$ cat src/design/cmpone_cfg.svh
// Register offsets, field positions and reset values of the comparator control block
`ifndef CMPONE_CFG_SVH
`define CMPONE_CFG_SVH
`define CMPONE_ADDR_INPUT_SEL 8'hAA
`define CMPONE_ADDR_MODE 8'hAB
`define CMPONE_ADDR_CTRL 8'hBF
`define CMPONE_RST_INPUT_SEL 8'hFF
`define CMPONE_RST_MODE 8'h02
`define CMPONE_RST_CTRL 8'h00
`define CMPONE_BIT_ON 7
`define CMPONE_BIT_LIVE 6
`define CMPONE_BIT_RISE 5
`define CMPONE_BIT_FALL 4
`define CMPONE_POS_HYSP 2
`define CMPONE_POS_HYSN 0
`define CMPONE_BIT_LATCH 7
`define CMPONE_BIT_RISE_EN 5
`define CMPONE_BIT_FALL_EN 4
`define CMPONE_POS_SPEED 0
`define CMPONE_POS_MINUS 4
`define CMPONE_POS_PLUS 0
`endif

$ cat src/design/cmpone_pkg.sv
// Types shared by the comparator control block
package cmpone_pkg;
   typedef enum logic [1:0] {
      CMPONE_HYS_OFF = 2'h0,
      CMPONE_HYS_5MV = 2'h1,
      CMPONE_HYS_10MV = 2'h2,
      CMPONE_HYS_20MV = 2'h3
   } cmpone_hys_t;
   typedef struct packed {
      logic on;
      cmpone_hys_t hys_pos;
      cmpone_hys_t hys_neg;
      logic [1:0] speed;
      logic [3:0] minus_sel;
      logic [3:0] plus_sel;
   } cmpone_analog_t;
   typedef struct packed {
      logic wr;
      logic rd;
      logic [7:0] addr;
      logic [7:0] wdata;
   } cmpone_sfr_req_t;
endpackage

$ cat src/design/cmpone_edge.sv
// Synchroniser and edge detector for the comparator output
`timescale 1ns/1ps
module cmpone_edge
   import cmpone_pkg::*;
(
   input wire logic ref_clk,
   input wire logic sys_rst,
   input wire logic raw_in,
   output logic level,
   output logic rise,
   output logic fall
);
   logic sync_a;
   logic sync_b;
   logic prev;
   assign level = sync_b;
   assign rise = sync_b & ~prev;
   assign fall = ~sync_b & prev;
   always_ff @(posedge ref_clk)
   begin
      if (sys_rst)
      begin
         sync_a <= 1'b0;
         sync_b <= 1'b0;
         prev <= 1'b0;
      end
      else
      begin
         sync_a <= raw_in;
         sync_b <= sync_a;
         prev <= sync_b;
      end
   end
endmodule

$ cat src/design/cmpone_regs.sv
// Comparator one control, status, mode and input select registers
`timescale 1ns/1ps
`include "cmpone_cfg.svh"
module cmpone_regs
   import cmpone_pkg::*;
(
   input wire logic ref_clk,
   input wire logic sys_rst,
   input wire cmpone_sfr_req_t sfr_req,
   output logic [7:0] sfr_rdata,
   input wire logic cmp_raw_out,
   input wire logic counter_array_overflow,
   output cmpone_analog_t analog_ctrl,
   output logic cmp_irq
);
   // -------------------------------------------
   // Stored state
   // -------------------------------------------
   logic cmp_on;
   logic cmp_live_level;
   logic rise_seen_flag;
   logic fall_seen_flag;
   cmpone_hys_t pos_hysteresis_sel;
   cmpone_hys_t neg_hysteresis_sel;
   logic overflow_sampled_level;
   logic rise_irq_en;
   logic fall_irq_en;
   logic [1:0] response_speed_sel;
   logic [3:0] minus_input_sel;
   logic [3:0] plus_input_sel;
   logic ovf_sync_a;
   logic ovf_sync_b;
   logic ovf_prev;
   // -------------------------------------------
   // Edge detection
   // -------------------------------------------
   logic live_level;
   logic live_rise;
   logic live_fall;
   cmpone_edge u_edge (
      .ref_clk(ref_clk),
      .sys_rst(sys_rst),
      .raw_in(cmp_raw_out),
      .level(live_level),
      .rise(live_rise),
      .fall(live_fall)
   );
   // -------------------------------------------
   // Decode
   // -------------------------------------------
   wire wr_ctrl = sfr_req.wr && (sfr_req.addr == `CMPONE_ADDR_CTRL);
   wire wr_mode = sfr_req.wr && (sfr_req.addr == `CMPONE_ADDR_MODE);
   wire wr_sel = sfr_req.wr && (sfr_req.addr == `CMPONE_ADDR_INPUT_SEL);
   wire [7:0] wd = sfr_req.wdata;
   wire ovf_pulse = ovf_sync_b & ~ovf_prev;
   // Reset images of the mode and select registers
   localparam logic [7:0] mode_rst = `CMPONE_RST_MODE;
   localparam logic [7:0] sel_rst = `CMPONE_RST_INPUT_SEL;
   // Set beats a simultaneous software clear
   wire next_rise = live_rise | (wr_ctrl ? wd[`CMPONE_BIT_RISE] : rise_seen_flag);
   wire next_fall = live_fall | (wr_ctrl ? wd[`CMPONE_BIT_FALL] : fall_seen_flag);
   // Only the edge enable gates; reads of the flags are unaffected
   wire next_irq = (rise_seen_flag & rise_irq_en) | (fall_seen_flag & fall_irq_en);
   wire [7:0] ctrl_view = {cmp_on, cmp_live_level, rise_seen_flag, fall_seen_flag,
                           pos_hysteresis_sel, neg_hysteresis_sel};
   // Reserved mode bits read zero whatever software writes
   wire [7:0] mode_view = {overflow_sampled_level, 1'b0, rise_irq_en, fall_irq_en,
                           2'b00, response_speed_sel};
   wire [7:0] sel_view = {minus_input_sel, plus_input_sel};
   wire [7:0] next_rdata = (sfr_req.addr == `CMPONE_ADDR_CTRL) ? ctrl_view :
                           (sfr_req.addr == `CMPONE_ADDR_MODE) ? mode_view :
                           (sfr_req.addr == `CMPONE_ADDR_INPUT_SEL) ? sel_view : 8'h00;
   // -------------------------------------------
   // Analog core drive
   // -------------------------------------------
   // One driver for the whole struct keeps strict tools quiet
   cmpone_analog_t next_analog;
   assign next_analog = '{
      on: cmp_on,
      hys_pos: pos_hysteresis_sel,
      hys_neg: neg_hysteresis_sel,
      speed: response_speed_sel,
      minus_sel: minus_input_sel,
      plus_sel: plus_input_sel
   };
   // -------------------------------------------
   // Registers
   // -------------------------------------------
   always_ff @(posedge ref_clk)
   begin
      if (sys_rst)
      begin
         cmp_on <= 1'b0;
         pos_hysteresis_sel <= CMPONE_HYS_OFF;
         neg_hysteresis_sel <= CMPONE_HYS_OFF;
         rise_seen_flag <= 1'b0;
         fall_seen_flag <= 1'b0;
      end
      else
      begin
         rise_seen_flag <= next_rise;
         fall_seen_flag <= next_fall;
         if (wr_ctrl)
         begin
            cmp_on <= wd[`CMPONE_BIT_ON];
            pos_hysteresis_sel <= cmpone_hys_t'(wd[`CMPONE_POS_HYSP +: 2]);
            neg_hysteresis_sel <= cmpone_hys_t'(wd[`CMPONE_POS_HYSN +: 2]);
         end
      end
   end
   always_ff @(posedge ref_clk)
   begin
      if (sys_rst)
      begin
         rise_irq_en <= 1'b0;
         fall_irq_en <= 1'b0;
         response_speed_sel <= mode_rst[`CMPONE_POS_SPEED +: 2];
      end
      else if (wr_mode)
      begin
         rise_irq_en <= wd[`CMPONE_BIT_RISE_EN];
         fall_irq_en <= wd[`CMPONE_BIT_FALL_EN];
         response_speed_sel <= wd[`CMPONE_POS_SPEED +: 2];
      end
   end
   // Reserved codes are stored and passed on; the core decides
   always_ff @(posedge ref_clk)
   begin
      if (sys_rst)
      begin
         minus_input_sel <= sel_rst[`CMPONE_POS_MINUS +: 4];
         plus_input_sel <= sel_rst[`CMPONE_POS_PLUS +: 4];
      end
      else if (wr_sel)
      begin
         minus_input_sel <= wd[`CMPONE_POS_MINUS +: 4];
         plus_input_sel <= wd[`CMPONE_POS_PLUS +: 4];
      end
   end
   // Overflow may come from another timer domain, so synchronise it
   always_ff @(posedge ref_clk)
   begin
      if (sys_rst)
      begin
         ovf_sync_a <= 1'b0;
         ovf_sync_b <= 1'b0;
         ovf_prev <= 1'b0;
         overflow_sampled_level <= 1'b0;
      end
      else
      begin
         ovf_sync_a <= counter_array_overflow;
         ovf_sync_b <= ovf_sync_a;
         ovf_prev <= ovf_sync_b;
         if (ovf_pulse)
         begin
            overflow_sampled_level <= live_level;
         end
      end
   end
   always_ff @(posedge ref_clk)
   begin
      if (sys_rst)
      begin
         cmp_live_level <= 1'b0;
         cmp_irq <= 1'b0;
         sfr_rdata <= 8'h00;
         analog_ctrl <= '0;
      end
      else
      begin
         cmp_live_level <= live_level;
         cmp_irq <= next_irq;
         sfr_rdata <= next_rdata;
         analog_ctrl <= next_analog;
      end
   end
endmodule

$ cat config.mk
export PLATFORM = sky130hd
export DESIGN_NAME = cmpone_regs
export DESIGN_NICKNAME = d
export VERILOG_FILES = /design/src/design/cmpone_pkg.sv /design/src/design/cmpone_edge.sv /design/src/design/cmpone_regs.sv
export VERILOG_INCLUDE_DIRS = /design/src /design/src/design
export SDC_FILE = /design/constraint.sdc
export NUM_CORES = 1
export LEC_CHECK = 0
export BUFFER_PORTS_ARGS = -buffer_cell sky130_fd_sc_hd__buf_2
export CORE_MARGIN = 3
export CORE_UTILIZATION = 46
export CTS_CLUSTER_DIAMETER = 40
export DETAILED_ROUTE_END_ITERATION = 10
export GPL_TIMING_DRIVEN = 0
export HOLD_SLACK_MARGIN = 0.06
export PLACE_DENSITY = 0.73
export SLEW_MARGIN = 20
export SYNTH_ARGS = -nofsm -noshare
export SYNTH_HDL_FRONTEND = slang
export SYNTH_SLANG_ARGS = --single-unit
$ cat constraint.sdc
create_clock -name ref_clk -period 1.3 [get_ports ref_clk]
set_clock_uncertainty 0.2 [all_clocks]
set_input_delay 0.13 -clock ref_clk [delete_from_list [all_inputs] [get_ports ref_clk]]
set_output_delay 0.13 -clock ref_clk [all_outputs]
set_load 0.05 [all_outputs]
==> run summary <==
PortBufs - 43
CP endpoint kind - register
FF-to-FF path depth - 3
Tcrit/Tclk final - 0.997
Worst Path Required - 1300 ps
Post-synth EDFFs - 0
min-delay src - sys_rst
Mean Syn Cell Area - 10.6 um^2
fin worst setup slack - 4.17 ps
setup bufs post-CTS - 0
area of the mapped netlist - 1820 um^2
nets - 257
Starting Density - 0.486
vias in the first global route - 1421
DR top layer - met4
IO Pins - 46
status - finished, final reports clean
ratio of total power to cell area - 1240 nW/um^2
worst-case clock buffer depth - 2
GRT Total Usage - 0.187
Post-synth top cells - dfxtp_1, nor2_1, nor2b_1
core area - 3740 um^2
Initial DRC Count - 93
Final Routed Wirelength - 3.94 mm
GPL Wtd Cong - 0.846
FP Rows - 22
share of cells above drive strength 1 - 0.284
Synth top area share - 0.550
DRC viols - 0
vias post-DR - 1422
CP Max Fanout - 4
Pre-antenna DRT Iters - 4
CTS buffer count - 5
pin count of the biggest net entering global routing - 16
Worst Hold End - neg_hysteresis_sel[1]
Yosys cell types - 26
Max Freq - 772 MHz
fin. max-slew vios - 0
WS Path Type - input pin to register
Worst setup SP type - input pin
wire length per cell - 13.9 um
met2 wire len - 1.92 mm
die width - 68.9 um
endpoints failing setup - 0
top cells by area, synth - dfxtp_1, nor2b_1, mux2i_1, nor2_1, mux2_2
clk sinks - 50
CP arrival - 1290 ps
FF-to-FF setup slack - 140 ps
measured slew at the worst slew-check pin - 537 ps
VDD IR-drop max - 0.775 mV
Syn Nets - 194
Clock transition at path regs - 90 ps
routed wl met3 - 233 um
Final min period - 1300 ps
count of state elements after synthesis - 50
total die area - 4750 um^2
grt total ovfl - 0
first-pass GRT wire length - 6.35 mm
wl on met1 - 1.72 mm
leak pwr - 1.02 nW
initial antenna violation count - 0
Synth area leader - dfxtp_1
# Max-Cap Violations - 0
antenna cells - 0
number of vias per cell - 5.01
remaining antenna violation count after routing - 0
clk_lat worst skew - 300 ps
Post-synth top flop - dfxtp_1
H-tree depth - 2
Root Driver - clkbuf_8
FF-to-FF End - sfr_rdata[1]
post-detail-place hpwl - 2.74 mm
Post-Syn Instances - 172
Crit Reg-Reg Startpoint - response_speed_sel[1]
sequential area share after synthesis - 0.550
hold path cells - 3
Syn-to-layout area delta - 28.8%
Tot Pwr - 0.00292 W
worst min path class - input pin to register
Setup WS pre-CTS - -243 ps
count leader, synth - dfxtp_1
hold slack - 69.8 ps
Setup TNS - 0 ps
synth warn - 0
Die H - 68.9 um
Max-slew headroom - 0.640
Final Hold Fails - 0
post-synthesis async set-or-reset flop share - 0
TritonCTS clock tree - built
## registers in the layout, indices dropped and copies added, names as in the netlist, 2 cells and up
signal and flops:
pos_hysteresis_sel 2, neg_hysteresis_sel 2, sfr_rdata 8, minus_input_sel 4, analog_ctrl 15, response_speed_sel 2
plus_input_sel 4
## placed cells by master, fill, tap and decap left out, types with 2 or more instances in the layout
cell type,count
a22oi_1,9
a31oi_1,2
and3_1,2
buf_2,44
buf_4,2
clkbuf_1,5
clkbuf_8,5
dfxtp_1,50
dlygate4sd3_1,12
inv_1,2
mux2_2,9
mux2i_1,14
nand2b_1,9
nand4_1,3
nor2_1,28
nor2b_1,24
nor3_4,2
o31ai_1,2
## cells by family (layout without fill, tap and decap cells)
kind of cell	Yosys count	after routing	share of synthesized area
muxes	23	23	0.133
buffers and inverters	11	75	0.0323
and+or+nand+nor	75	75	0.233
AOI/OAI and AO/OA	13	13	0.0522
DFF	50	50	0.550
## per-stage QoR
stage,util,cells,area [um^2]
floorplan,-,172,1820
finish,0.626,284,2340
global route,0.626,284,2340
global placement,0.560,263,2100
CTS,0.624,284,2340
detailed placement,0.560,263,2100
## how the worst max path moves through the flow
stage,to,cells past startpoint,startpoint
after floorplan,cmp_on,4,sfr_req[8]
after global placement,pos_hysteresis_sel[1],4,sfr_req[14]
after detailed placement,cmp_on,4,sfr_req[14]
after CTS,cmp_on,4,sys_rst
after global routing,cmp_on,4,sys_rst
final,cmp_on,4,sys_rst
## worst max-delay path, cell delays in order
cell,delay [ps]
buf_2,130
dlygate4sd3_1,670
nor2b_1,100
mux2_2,260
## report_power, final
| group | switching [W] | internal [W] |
|---|---|---|
| Clock | 0.000512 | 0.000574 |
| Combinational | 0.000158 | 0.000107 |
| Sequential | 0.00000892 | 0.00156 |
## per-layer routing
layer / track usage / vias up
met2: 0.325 / 41
met3: 0.0632 / 6
met4: 0.0633 / 0
li1: - / 706
met5: 0 / -
met1: 0.213 / 669
## area by class of cell
cell class | instances | area, um^2
Fill cell | 342 | 1400
Sequential cell | 50 | 1000
Multi-Input combinational cell | 111 | 767
Timing Repair Buffer | 56 | 348
Clock buffer | 6 | 72.6
Tap cell | 48 | 60.1
Buffer | 9 | 51.3
Clock inverter | 2 | 37.5
Inverter | 2 | 7.51
## timing repair
item / in CTS / in global routing
endpoints found under the hold margin: 27 / 4
endpoints found under the setup margin: 0 / 3
resized for setup: 0 / 2
hold buffers: 13 / 1
(Power assumes the default switching activity.)
